==> config.mk <==
export PLATFORM = sky130hd
export DESIGN_NAME = dfc_cmd_seq
export DESIGN_NICKNAME = d
export VERILOG_FILES = /design/src/rtl/dfc_pkg.sv /design/src/rtl/dfc_cmd_seq.sv /design/src/rtl/dfc_op_timer.sv
export SDC_FILE = /design/constraint.sdc
export NUM_CORES = 1
export LEC_CHECK = 0
export ABC_AREA = 1
export BUFFER_PORTS_ARGS = -buffer_cell sky130_fd_sc_hd__clkbuf_2
export CAP_MARGIN = 40
export CORE_MARGIN = 2
export CORE_UTILIZATION = 35
export CTS_BUF_LIST = sky130_fd_sc_hd__clkbuf_2
export DETAILED_ROUTE_END_ITERATION = 10
export GPL_TIMING_DRIVEN = 0
export SLEW_MARGIN = 5
export SYNTH_ARGS = -nofsm -noshare
export SYNTH_HDL_FRONTEND = slang
export SYNTH_HIERARCHICAL = 1
export SYNTH_SLANG_ARGS = --single-unit
==> constraint.sdc <==
create_clock -name clk_sys -period 6.4 [get_ports clk_sys]
set_clock_uncertainty 0.1 [all_clocks]
set_input_delay 1.28 -clock clk_sys [delete_from_list [all_inputs] [get_ports clk_sys]]
set_output_delay 1.28 -clock clk_sys [all_outputs]
set_load 0.01 [all_outputs]
==> src/rtl/dfc_pkg.sv <==
// shared constants for the dual flash command interface
package dfc_pkg;
  localparam int NUM_MAIN = 16;
  localparam int NUM_BOOT = 4;
  localparam int MAIN_SECTOR_KB = 64;
  localparam int BOOT_SECTOR0_KB = 16;
  localparam int BOOT_SECTOR1_KB = 8;
  localparam int BOOT_SECTOR2_KB = 8;
  localparam int BOOT_SECTOR3_KB = 32;
  localparam int ADDR_W = 16;
  localparam int DATA_W = 16;
  localparam int CMD_ADDR_W = 12;
  localparam logic [11:0] UNLOCK_ADDR_A = 12'hAAA;
  localparam logic [11:0] UNLOCK_ADDR_B = 12'h554;
  localparam logic [7:0] ID_READ_OFS = 8'h02;
  localparam logic [7:0] PROT_READ_OFS = 8'h04;
  localparam logic [7:0] CMD_UNLOCK1 = 8'hAA;
  localparam logic [7:0] CMD_UNLOCK2 = 8'h55;
  localparam logic [7:0] CMD_ID = 8'h90;
  localparam logic [7:0] CMD_PROGRAM = 8'hA0;
  localparam logic [7:0] CMD_ERASE_SETUP = 8'h80;
  localparam logic [7:0] CMD_SECTOR_ERASE = 8'h30;
  localparam logic [7:0] CMD_BULK_ERASE = 8'h10;
  localparam logic [7:0] CMD_SUSPEND = 8'hB0;
  localparam logic [7:0] CMD_RESUME = 8'h30;
  localparam logic [7:0] CMD_RESET = 8'hF0;
  localparam logic [7:0] CMD_BYPASS = 8'h20;
  localparam logic [7:0] CMD_BYPASS_EXIT = 8'h00;
  localparam int CLK_MHZ = 20;
  localparam int PROG_TIME_US = 10;
  localparam int ADD_WINDOW_US = 80;
  localparam int ERASE_TIME_US = 1000;
  localparam int PROG_CYCLES = PROG_TIME_US * CLK_MHZ;
  localparam int ADD_WINDOW_CYCLES = ADD_WINDOW_US * CLK_MHZ;
  localparam int ERASE_CYCLES = ERASE_TIME_US * CLK_MHZ;
  localparam int TIMER_W = 24;
  localparam logic [15:0] FLASH_ID_DEFAULT = 16'h00C3;
endpackage : dfc_pkg

==> src/rtl/dfc_cmd_seq.sv <==
// command decoder and embedded algorithm control for both flash arrays
//
// Summary of operation
// - main array: sixteen 64K sectors, own selects
// - boot array: four sectors 16/8/8/32K, selects
// - protected sectors refuse program and erase
// - erase whole sectors, program one word
// - B0h suspends sector erase, 30h resumes
// - busy pin low during program or erase
// - select inputs may merge several decode terms
// - plain reads return data, plain writes ignored
// - commands only from ordered write sequences
// - AA/55/90 unlock, read XX02h gives ID
// - after 90h, XX04h reads protection 00h/01h
// - AA/55/A0 then data word at target
// - sector erase AA55 80 AA55 30h, more 30h
// - AA55 80 AA55 then 10h bulk erase
// - ID mode left only by F0h; status mode ends with the operation or B0h
// - bypass: 20h entry, A0h+data, 90h 00h exit
// - command addresses compare A11 to A0 only
`timescale 1ns/1ps
`default_nettype none
module dfc_cmd_seq
  import dfc_pkg::*;
#(
  parameter int ERASE_TIME_CYCLES = ERASE_CYCLES,
  parameter logic [15:0] FLASH_ID = FLASH_ID_DEFAULT // arbitrary value
) (
  input wire logic clk_sys,
  input wire logic sys_rst,
  input wire logic bus_wr,
  input wire logic bus_rd,
  input wire logic [ADDR_W-1:0] bus_addr,
  input wire logic [DATA_W-1:0] bus_wdata,
  input wire logic [DATA_W-1:0] array_rdata,
  input wire logic [NUM_MAIN-1:0] main_sector_select,
  input wire logic [NUM_BOOT-1:0] boot_sector_select,
  input wire logic [NUM_MAIN-1:0] main_protect,
  input wire logic [NUM_BOOT-1:0] boot_protect,
  output logic [DATA_W-1:0] bus_rdata,
  output logic busy_status_pin,
  output logic prog_strobe,
  output logic [ADDR_W-1:0] program_target_address,
  output logic [DATA_W-1:0] program_word_value,
  output logic erase_strobe,
  output logic [NUM_MAIN-1:0] erase_main_mask,
  output logic [NUM_BOOT-1:0] erase_boot_mask,
  output logic erase_suspended
);
  typedef enum logic [3:0] {
    ST_READ = 4'h0,
    ST_UNLK1 = 4'h1,
    ST_UNLK2 = 4'h2,
    ST_PROG_WAIT = 4'h3,
    ST_ERS1 = 4'h4,
    ST_ERS2 = 4'h5,
    ST_ERS3 = 4'h6,
    ST_ID = 4'h7,
    ST_BYP = 4'h8,
    ST_BYP_EXIT = 4'h9,
    ST_PROG_RUN = 4'hA,
    ST_ERS_COLLECT = 4'hB,
    ST_ERASING = 4'hC,
    ST_SUSPEND = 4'hD
  } dfc_state_e;

  dfc_state_e state, next_state;
  logic bypass, next_bypass;
  logic toggle, next_toggle;
  logic [10:0] window, next_window;
  logic [DATA_W-1:0] next_rdata;
  logic next_prog_strobe, next_erase_strobe;
  logic [ADDR_W-1:0] next_target;
  logic [DATA_W-1:0] next_word;
  logic [NUM_MAIN-1:0] next_main_mask;
  logic [NUM_BOOT-1:0] next_boot_mask;
  logic timer_start, timer_running, timer_done;
  logic [TIMER_W-1:0] timer_load;

  logic [7:0] cmd;
  logic [11:0] cmd_addr;
  logic at_a, at_b, sel_any, sel_prot;

  assign cmd = bus_wdata[7:0];
  assign cmd_addr = bus_addr[CMD_ADDR_W-1:0];
  assign at_a = (cmd_addr == UNLOCK_ADDR_A);
  assign at_b = (cmd_addr == UNLOCK_ADDR_B);
  // selects arrive already decoded, any product term mix allowed
  assign sel_any = (|main_sector_select) | (|boot_sector_select);
  assign sel_prot = (|(main_sector_select & main_protect))
                  | (|(boot_sector_select & boot_protect));

  dfc_op_timer #(.W(TIMER_W)) u_timer (
    .clk_sys(clk_sys),
    .sys_rst(sys_rst),
    .start(timer_start),
    .load(timer_load),
    // pause on the suspend edge itself, so done cannot fire while suspended
    .pause(next_state == ST_SUSPEND),
    .running(timer_running),
    .done(timer_done)
  );

  always_comb begin
    next_state = state;
    next_bypass = bypass;
    next_toggle = toggle;
    next_window = window;
    next_prog_strobe = 1'b0;
    next_erase_strobe = 1'b0;
    next_target = program_target_address;
    next_word = program_word_value;
    next_main_mask = erase_main_mask;
    next_boot_mask = erase_boot_mask;
    timer_start = 1'b0;
    timer_load = TIMER_W'(PROG_CYCLES);
    next_rdata = array_rdata;
    case (state)
      ST_READ: begin
        if (bus_wr && cmd == CMD_UNLOCK1 && at_a) begin
          next_state = ST_UNLK1;
        end
      end
      ST_UNLK1: begin
        if (bus_wr) begin
          next_state = (cmd == CMD_UNLOCK2 && at_b) ? ST_UNLK2 : ST_READ;
        end
      end
      ST_UNLK2: begin
        if (bus_wr) begin
          next_state = ST_READ;
          if (at_a && cmd == CMD_ID) next_state = ST_ID;
          if (at_a && cmd == CMD_PROGRAM) next_state = ST_PROG_WAIT;
          if (at_a && cmd == CMD_ERASE_SETUP) next_state = ST_ERS1;
          if (at_a && cmd == CMD_BYPASS) begin
            next_state = ST_BYP;
            next_bypass = 1'b1;
          end
        end
      end
      ST_PROG_WAIT: begin
        if (bus_wr) begin
          // one word per program command; protected target falls back
          if (sel_any && !sel_prot) begin
            next_state = ST_PROG_RUN;
            next_prog_strobe = 1'b1;
            next_target = bus_addr;
            next_word = bus_wdata;
            timer_start = 1'b1;
          end else begin
            next_state = bypass ? ST_BYP : ST_READ;
          end
        end
      end
      ST_ERS1: begin
        if (bus_wr) begin
          next_state = (cmd == CMD_UNLOCK1 && at_a) ? ST_ERS2 : ST_READ;
        end
      end
      ST_ERS2: begin
        if (bus_wr) begin
          next_state = (cmd == CMD_UNLOCK2 && at_b) ? ST_ERS3 : ST_READ;
        end
      end
      ST_ERS3: begin
        if (bus_wr) begin
          next_state = ST_READ;
          if (cmd == CMD_SECTOR_ERASE && sel_any && !sel_prot) begin
            next_state = ST_ERS_COLLECT;
            next_main_mask = main_sector_select;
            next_boot_mask = boot_sector_select;
            next_window = 11'(ADD_WINDOW_CYCLES);
          end
          if (cmd == CMD_BULK_ERASE && at_a && sel_any) begin
            next_main_mask = (|main_sector_select) ? ~main_protect : '0;
            next_boot_mask = (|boot_sector_select) ? ~boot_protect : '0;
            next_state = ST_ERS_COLLECT;
            next_window = 11'd1;
          end
        end
      end
      ST_ERS_COLLECT: begin
        // 80 us after each 30h before the erase starts
        if (bus_wr && cmd == CMD_SECTOR_ERASE) begin
          if (sel_any && !sel_prot) begin
            next_main_mask = erase_main_mask | main_sector_select;
            next_boot_mask = erase_boot_mask | boot_sector_select;
          end
          next_window = 11'(ADD_WINDOW_CYCLES);
        end else if (bus_wr) begin
          next_state = ST_READ;
          next_main_mask = '0;
          next_boot_mask = '0;
        end else if (window == 11'd1) begin
          next_state = ST_ERASING;
          next_erase_strobe = 1'b1;
          timer_start = 1'b1;
          timer_load = TIMER_W'(ERASE_TIME_CYCLES);
        end else begin
          next_window = window - 11'd1;
        end
      end
      ST_PROG_RUN, ST_ERASING: begin
        if (bus_rd) begin
          // status word: bit 7 polls data, bit 6 toggles per read
          next_rdata = {8'h00, (state == ST_PROG_RUN) ? ~program_word_value[7] : 1'b0,
                        toggle, 6'h00};
          next_toggle = ~toggle;
        end
        // a finished erase wins over a late suspend, else resume would hang
        if (timer_done) begin
          next_state = (state == ST_PROG_RUN && bypass) ? ST_BYP : ST_READ;
          if (state == ST_ERASING) begin
            next_main_mask = '0;
            next_boot_mask = '0;
          end
        end else if (state == ST_ERASING && bus_wr && cmd == CMD_SUSPEND) begin
          next_state = ST_SUSPEND;
        end
      end
      ST_SUSPEND: begin
        if (bus_wr && cmd == CMD_RESUME) next_state = ST_ERASING;
      end
      ST_ID: begin
        if (bus_rd && bus_addr[7:0] == ID_READ_OFS) next_rdata = FLASH_ID;
        if (bus_rd && bus_addr[7:0] == PROT_READ_OFS) begin
          next_rdata = {15'h0000, sel_prot};
        end
        if (bus_wr && cmd == CMD_RESET) next_state = ST_READ;
      end
      ST_BYP: begin
        if (bus_wr && cmd == CMD_PROGRAM) next_state = ST_PROG_WAIT;
        if (bus_wr && cmd == CMD_ID) next_state = ST_BYP_EXIT;
      end
      ST_BYP_EXIT: begin
        if (bus_wr) begin
          next_state = (cmd == CMD_BYPASS_EXIT) ? ST_READ : ST_BYP;
          next_bypass = (cmd != CMD_BYPASS_EXIT);
        end
      end
      default: begin
        next_state = ST_READ;
      end
    endcase
  end

  always_ff @(posedge clk_sys or posedge sys_rst) begin
    if (sys_rst) begin
      state <= ST_READ;
      bypass <= 1'b0;
      toggle <= 1'b0;
      window <= 11'd0;
      bus_rdata <= 16'h0000;
      busy_status_pin <= 1'b1;
      prog_strobe <= 1'b0;
      erase_strobe <= 1'b0;
      program_target_address <= 16'h0000;
      program_word_value <= 16'h0000;
      erase_main_mask <= 16'h0000;
      erase_boot_mask <= 4'h0;
      erase_suspended <= 1'b0;
    end else begin
      state <= next_state;
      bypass <= next_bypass;
      toggle <= next_toggle;
      window <= next_window;
      bus_rdata <= next_rdata;
      // suspended erase counts as ready so other sectors can be read
      busy_status_pin <= !(next_state == ST_PROG_RUN || next_state == ST_ERASING
                           || next_state == ST_ERS_COLLECT);
      prog_strobe <= next_prog_strobe;
      erase_strobe <= next_erase_strobe;
      program_target_address <= next_target;
      program_word_value <= next_word;
      erase_main_mask <= next_main_mask;
      erase_boot_mask <= next_boot_mask;
      erase_suspended <= (next_state == ST_SUSPEND);
    end
  end

  AST_BUSY_PROG: assert property (@(posedge clk_sys) disable iff (sys_rst)
    (state == ST_PROG_RUN) |-> !busy_status_pin) else $error("busy pin high during program");
  AST_READY_IDLE: assert property (@(posedge clk_sys) disable iff (sys_rst)
    (state == ST_READ && $past(state) == ST_READ) |-> busy_status_pin)
    else $error("busy pin low while idle");
  AST_PLAIN_WRITE: assert property (@(posedge clk_sys) disable iff (sys_rst)
    (state == ST_READ && bus_wr) |=> !prog_strobe && !erase_strobe)
    else $error("plain write reached the array");
  AST_PROT_REFUSE: assert property (@(posedge clk_sys) disable iff (sys_rst)
    (state == ST_PROG_WAIT && bus_wr && sel_prot) |=> !prog_strobe ##1 !prog_strobe)
    else $error("program of protected sector");
  AST_PROG_WORD: assert property (@(posedge clk_sys) disable iff (sys_rst)
    (state == ST_PROG_WAIT && bus_wr && sel_any && !sel_prot)
    |=> prog_strobe && program_word_value == $past(bus_wdata) && !busy_status_pin)
    else $error("program word not launched");
  AST_ID_READ: assert property (@(posedge clk_sys) disable iff (sys_rst)
    (state == ST_ID && bus_rd && bus_addr[7:0] == ID_READ_OFS) |=> bus_rdata == FLASH_ID)
    else $error("wrong flash id");
  AST_PROT_READ: assert property (@(posedge clk_sys) disable iff (sys_rst)
    (state == ST_ID && bus_rd && bus_addr[7:0] == PROT_READ_OFS)
    |=> bus_rdata == {15'h0000, $past(sel_prot)}) else $error("wrong protection status");
  AST_SUSPEND: assert property (@(posedge clk_sys) disable iff (sys_rst)
    (state == ST_ERASING && bus_wr && cmd == CMD_SUSPEND && !timer_done)
    |=> erase_suspended && busy_status_pin) else $error("suspend not taken");
  AST_RESUME: assert property (@(posedge clk_sys) disable iff (sys_rst)
    (state == ST_SUSPEND && bus_wr && cmd == CMD_RESUME)
    |=> !erase_suspended && !busy_status_pin) else $error("resume not taken");
  AST_ID_HOLD: assert property (@(posedge clk_sys) disable iff (sys_rst)
    (state == ST_ID && bus_wr && cmd != CMD_RESET) |=> state == ST_ID)
    else $error("left id mode without reset command");
  AST_BREAK: assert property (@(posedge clk_sys) disable iff (sys_rst)
    (state == ST_UNLK1 && bus_wr && !(cmd == CMD_UNLOCK2 && at_b)) |=> state == ST_READ)
    else $error("broken sequence kept");
  AST_ERASE_START: assert property (@(posedge clk_sys) disable iff (sys_rst)
    (state == ST_ERS_COLLECT && !bus_wr && window == 11'd1) |=> erase_strobe ##1 !erase_strobe)
    else $error("erase did not start after window");
endmodule : dfc_cmd_seq
`default_nettype wire

==> src/rtl/dfc_op_timer.sv <==
// down counter timing one embedded program or erase step
`timescale 1ns/1ps
`default_nettype none
module dfc_op_timer #(
  parameter int W = 24
) (
  input wire logic clk_sys,
  input wire logic sys_rst,
  input wire logic start,
  input wire logic [W-1:0] load,
  input wire logic pause,
  output logic running,
  output logic done
);
  logic [W-1:0] count;
  logic [W-1:0] next_count;
  logic next_running;
  logic next_done;

  always_comb begin
    next_count = count;
    next_running = running;
    next_done = 1'b0;
    if (start) begin
      next_count = (load == '0) ? {{(W-1){1'b0}}, 1'b1} : load;
      next_running = 1'b1;
    end else if (running && !pause) begin
      if (count == {{(W-1){1'b0}}, 1'b1}) begin
        next_running = 1'b0;
        next_done = 1'b1;
        next_count = '0;
      end else begin
        next_count = count - {{(W-1){1'b0}}, 1'b1};
      end
    end
  end

  always_ff @(posedge clk_sys or posedge sys_rst) begin
    if (sys_rst) begin
      count <= '0;
      running <= 1'b0;
      done <= 1'b0;
    end else begin
      count <= next_count;
      running <= next_running;
      done <= next_done;
    end
  end
endmodule : dfc_op_timer
`default_nettype wire

Word-level counts from Yosys, hierarchy flattened:

Index checks and enable logic that the tools add are counted.

* reductions and logical operators: 48
* equality and inequality tests: 44
* bitwise logic cells: 10
* $add $sub $neg: 2
* muxes and demuxes: 89

Operators by type and width (number)
* 2-to-1 mux 16 bit: 12
* 2-to-1 mux 4 bit: 35
* 2-to-1 mux 15 bit: 5
* 2-to-1 mux 24 bit: 3
* 2-to-1 mux 11 bit: 6
* one-hot mux 4 bit (13 select lines): 1
* == test 8 bit (second input constant): 6
* one-hot mux 16 bit (3 select lines): 1
* == test 4 bit (second input constant): 10
* one-hot mux 16 bit (2 select lines): 1
* OR reduction 16 bit: 2
* == test 24 x 1 -> 1 bit (second input constant): 1
* zero test 24 bit: 1
* subtractor 24 x 1 -> 24 bit (second input constant): 1
* logical AND 1 bit: 23
* one-hot mux 11 bit (2 select lines): 1
* 2-to-1 mux 1 bit: 17
* bitwise AND 16 bit: 1
* == test 4 x 3 -> 1 bit (second input constant): 4
* == test 8 x 6 -> 1 bit (second input constant): 2
* NOT 16 bit: 1
* OR 16 bit: 1
* != test 3 bit (second input constant): 5
* == test 12 x 11 -> 1 bit (second input constant): 1
* 34 further kinds: 52

* register bits after elaboration: 115

Longest topological paths before layout:

* word-level depth: 14
* gate-level depth with buffers: 21
* mapped depth without buffers: 20

Cells and area by module:

Netlist, hierarchy kept.

By module, submodules not included
* dfc_cmd_seq: cells each 695, area each 4979.8 um^2, instances 1
* dfc_op_timer: cells each 308, area each 2048.2 um^2, instances 1

Worst setup path before layout:

OpenSTA, ideal clock, no wires.

* kind: input-to-reg
* start: in bus_addr[3]
* end: reg u_timer.count[23]
* slack: 3.049 ns
* data required time: 6.178 ns
* buffers on the path: 2
* stages: 19
* arrival time: 3.129 ns
* library setup time: 0.122 ns
* cell sequence: inv_1 > nor3_1 > nand3_1 > nor2_1 > nand3_1 > nand2_1 > nand2_1 > nand2_1 > nand2_1 > nand3_1 > nand2_1 > a21oi_1 > inv_1 > a21oi_1 > inv_1 > buf_2 > buf_2 > nor2_1 > a21oi_2

* elaborated cells between the ends (all ways): 30
* those cells by class: eq/ne: 3; mux: 15; reduce/logical: 12

RTL lines
* start: declaration: RTL line dfc_cmd_seq.sv:33 `input wire logic [ADDR_W-1:0] bus_addr,`
* == test 12 bit *: RTL line dfc_cmd_seq.sv:86 `assign at_a = (cmd_addr == UNLOCK_ADDR_A);`
* logical AND 1 bit (on tied branches): RTL line dfc_cmd_seq.sv:134, dfc_cmd_seq.sv:174
* 2-to-1 mux 4 bit or logical AND 1 bit (tied branches): RTL line dfc_cmd_seq.sv:134, dfc_cmd_seq.sv:174
* 2-to-1 mux 4 bit (on tied branches): RTL line dfc_cmd_seq.sv:135, dfc_cmd_seq.sv:174
* 2-to-1 mux 4 bit (on tied branches): RTL line dfc_cmd_seq.sv:130, dfc_cmd_seq.sv:166
* one-hot mux 4 bit (13 select lines) *: RTL line dfc_cmd_seq.sv:118 `case (state)`
* net next_state[3]: RTL line dfc_cmd_seq.sv:67 `dfc_state_e state, next_state;`
* == test 4 bit *: RTL line dfc_cmd_seq.sv:99 `.pause(next_state == ST_SUSPEND),`
* zero test 1 bit *: RTL line dfc_op_timer.sv:27 `end else if (running && !pause) begin`
* logical AND 1 bit *: RTL line dfc_op_timer.sv:27
* nonzero test 2 bit (no line) *
* end signal: assignment: RTL line dfc_op_timer.sv:44 `count <= next_count;`
* end: declaration: RTL line dfc_op_timer.sv:15 `logic [W-1:0] count;`

The timed path passes the listed nets; every way through them passes the cells marked *.
A chain may end at the register's enable or synchronous reset.

Worst setup path after layout:

* start: in bus_addr[8]
* end: reg u_timer.count[17]

Same word-level chain as after synthesis.

==> flow_summary_export.csv <==
group,metric,value,unit
grt,grt_overflow,0,
worst_setup_path,reg2reg_slack,2970,ps
min_path,worstHoldStart,"program_target_address[14]",
sta,post-route-min-period,3740,ps
sta,final-hold-violation-count,0,
yosys,synth_top_area_cell,"dfrtp_1",
layout,syn2layout_area_growth,21.8,%
floorplan,rows,51,
sta,slew_headroom,0.584,
clocking,cts_hold_buf,0,
routing,ant_nets,0,
yosys,synth_most_common_cell,"nand2_1",
grt,grt_first_pass_wirelength,35.1,mm
worst_setup_path,worstPathMaxFanout,10,
routing,drc,0,
yosys,yosys_warnings,6,
layout,area.sequential,0.00288,mm^2
clocking,clock_sinks,115,
yosys,synth_cell_types,43,
min_path,hold_path_depth,2,
sta,setup_tns,0,ps
worst_setup_path,worstReg2RegStart,"state[2]",
clocking,clock_latency,680,ps
power,vdd_drop_max,0.0924,mV
layout,fin_area,0.00856,mm^2
floorplan,coreArea,0.0196,mm^2
worst_setup_path,critPathKind,"primary input to register",
layout,fin_nets,1312,
grt,grt_max_degree,52,
sta,setup_violations,0,
floorplan,die_w,146,um
clocking,clockBufferDepth,2,
placement,dpl_worst_slack,2030,ps
worst_setup_path,r2r-end,"u_timer/count[17]",
yosys,synth_edf_count,0,
sta,fmax,267,MHz
layout,multi_input_area,0.00371,mm^2
yosys,synthesis.area_per_instance,7.01,um^2
status,outcome,"finished clean",
sta,timing.hold.ws,405,ps
clocking,clkTransAtPathRegs,180,ps
layout,fill_cells,2104,
worst_setup_path,arrival,4250,ps
yosys,seq_area_frac_synth,0.410,
layout,drive_above_1_share,0.215,
power,leakagePower,4.66,nW
clocking,cts_tree,"yes",
power,power_density,182,mW/mm^2
placement,hpwl,16.2,mm
sta,tightest_slew,624,ps
placement,globalplace.congestion,0.899,
floorplan,die_h,146,um
floorplan,die_area,0.0212,mm^2
worst_setup_path,critPathLaunchType,"primary input",
yosys,synth.area.top_cells,"dfrtp_1, nand2_1, nor2_1, inv_1, o21ai_0",
worst_setup_path,crit_required,6910,ps
sta,slew_viol_final,0,
sta,rsz0062_at_grt,"no",
yosys,synth-seq-cells,115,
routing,drt_iter0_markers,656,
routing,routed-via-count,7261,
routing,drtPass1Iterations,7,
grt,grt_pass1_vias,6890,
routing,wire_per_inst,14.1,um
clocking,htree_levels,4,
routing,vias_per_cell,4.86,
clocking,cts-resized-gates,0,
grt,grt.total_usage,0.201,
min_path,holdPathEnd,"program_target_address[14]",
worst_setup_path,r2r_cells,15,
floorplan,initial_core_util,0.359,
sta,worst_slack,2660,ps
yosys,ys.flop_type,"dfrtp_1",
yosys,async_flop_share,1.00,
placement,place_area,0.00833,mm^2
run,drv_cap,0,
worst_setup_path,endpoint_kind,"register",
clocking,cts_made_buffers,17,
grt,antenna_found_initial,1,
yosys,syn_inst,1003,
yosys,syn-cell-area,0.00703,mm^2
yosys,synth_top_area_share,0.406,
sta,fin_crit_sh,0.584,
routing,wirelength,21.1,mm
clocking,post-cts-setup-buffers,0,
floorplan,pin_count,164,
placement,port_buffers,163,
yosys,synth_common_cells,"nand2_1, nor2_1, dfrtp_1",
min_path,hp-class,"register to register",
clocking,cts-root-buf,"clkbuf_2",
## logic make-up (layout without fill, tap and decap cells)
logic type,count (synthesis),after routing,share of synthesized area
and+or+nand+nor,570,570,0.342
other,1,30,0.000534
xor gates and xnor gates,16,16,0.0199
DFF,115,115,0.410
AOI/OAI and AO/OA,164,164,0.144
buffers and inverters,133,331,0.0771
adders and majority gates,4,4,0.00712
## power by group
group / internal [W] / switching [W] / total [W] / leakage (nW)
sequential: 0.000743 / 0.0000159 / 0.000759 / 1.51
clock: 0.000177 / 0.000307 / 0.000484 / 0.131
combinational: 0.000113 / 0.000203 / 0.000315 / 3.03
## worst max-delay path, stage by stage
cell and delay, ps:
clkbuf_2 100, nor3_1 320, nand3_1 230, nor2_1 150, nand3_1 150, nand2_1 120
nand2_1 90, nand2_1 80, nand2_1 50, nand3_1 110, nand2_1 80, a21oi_1 350
inv_1 110, a21oi_1 170, buf_2 280, buf_2 310, a21oi_1 90, a21oi_2 160
## final cells by class
cell class	count	area share
inverters	101	0.0446
multi-input cells	783	0.434
clock inverters	14	0.0162
clock buffers	18	0.0105
diodes	1	0.000292
repair buffers	166	0.101
well taps	265	0.0387
flip-flops and latches	115	0.336
plain buffers	32	0.0190
## cell usage in the layout, fill, tap and decap left out, drive strengths merged, types with 7 or more instances in the layout
cell / instances
dfrtp: 114
o21ai: 62
conb: 29
clkbuf: 195
inv: 102
nand3: 57
nor2: 178
nand2: 292
a21oi: 38
o211ai: 22
nand4: 22
o22ai: 9
nor3: 13
buf: 21
xor2: 12
a31oi: 22
clkinv: 7
## worst max path at each step
stage | startpoint | endpoint | slack, ps
detailed placement | bus_addr[8] | u_timer/count[17] | 2030
CTS | bus_addr[8] | u_timer/count[17] | 2780
floorplan | sys_rst | bus_rdata[0] | 2710
global placement | sys_rst | program_target_address[8] | 1450
global route | bus_addr[8] | u_timer/count[17] | 2390
finish | bus_addr[8] | u_timer/count[17] | 2660
## state kept, by name, summed over array words and instances, names as in the netlist
signal,count
toggle,1
bypass,1
busy_status_pin,1
bus_rdata,16
u_timer/done,1
program_word_value,16
erase_strobe,1
u_timer/count,24
window,11
prog_strobe,1
program_target_address,16
erase_boot_mask,4
u_timer/running,1
erase_main_mask,16
state,4
erase_suspended,1
## stage by stage
step	cells	utilization	power, W
after floorplan	1031	-	0.000980
after global placement	1459	0.423	0.00108
after detailed placement	1462	0.425	0.00109
after CTS	1494	0.437	0.00157
after global routing	1495	0.437	0.00165
final	1495	0.437	0.00156
## routing by layer
| layer | GRT usage | vias to the layer above | wire length, um |
|---|---|---|---|
| met1 | 0.287 | 3335 | 10300 |
| met5 | 0 | - | 0 |
| met3 | 0.0373 | 16 | 1260 |
| met4 | 0.0471 | 0 | 187 |
| met2 | 0.316 | 238 | 9350 |
| li1 | - | 3672 | - |
No activity file was read; power rests on OpenSTA's default activity.
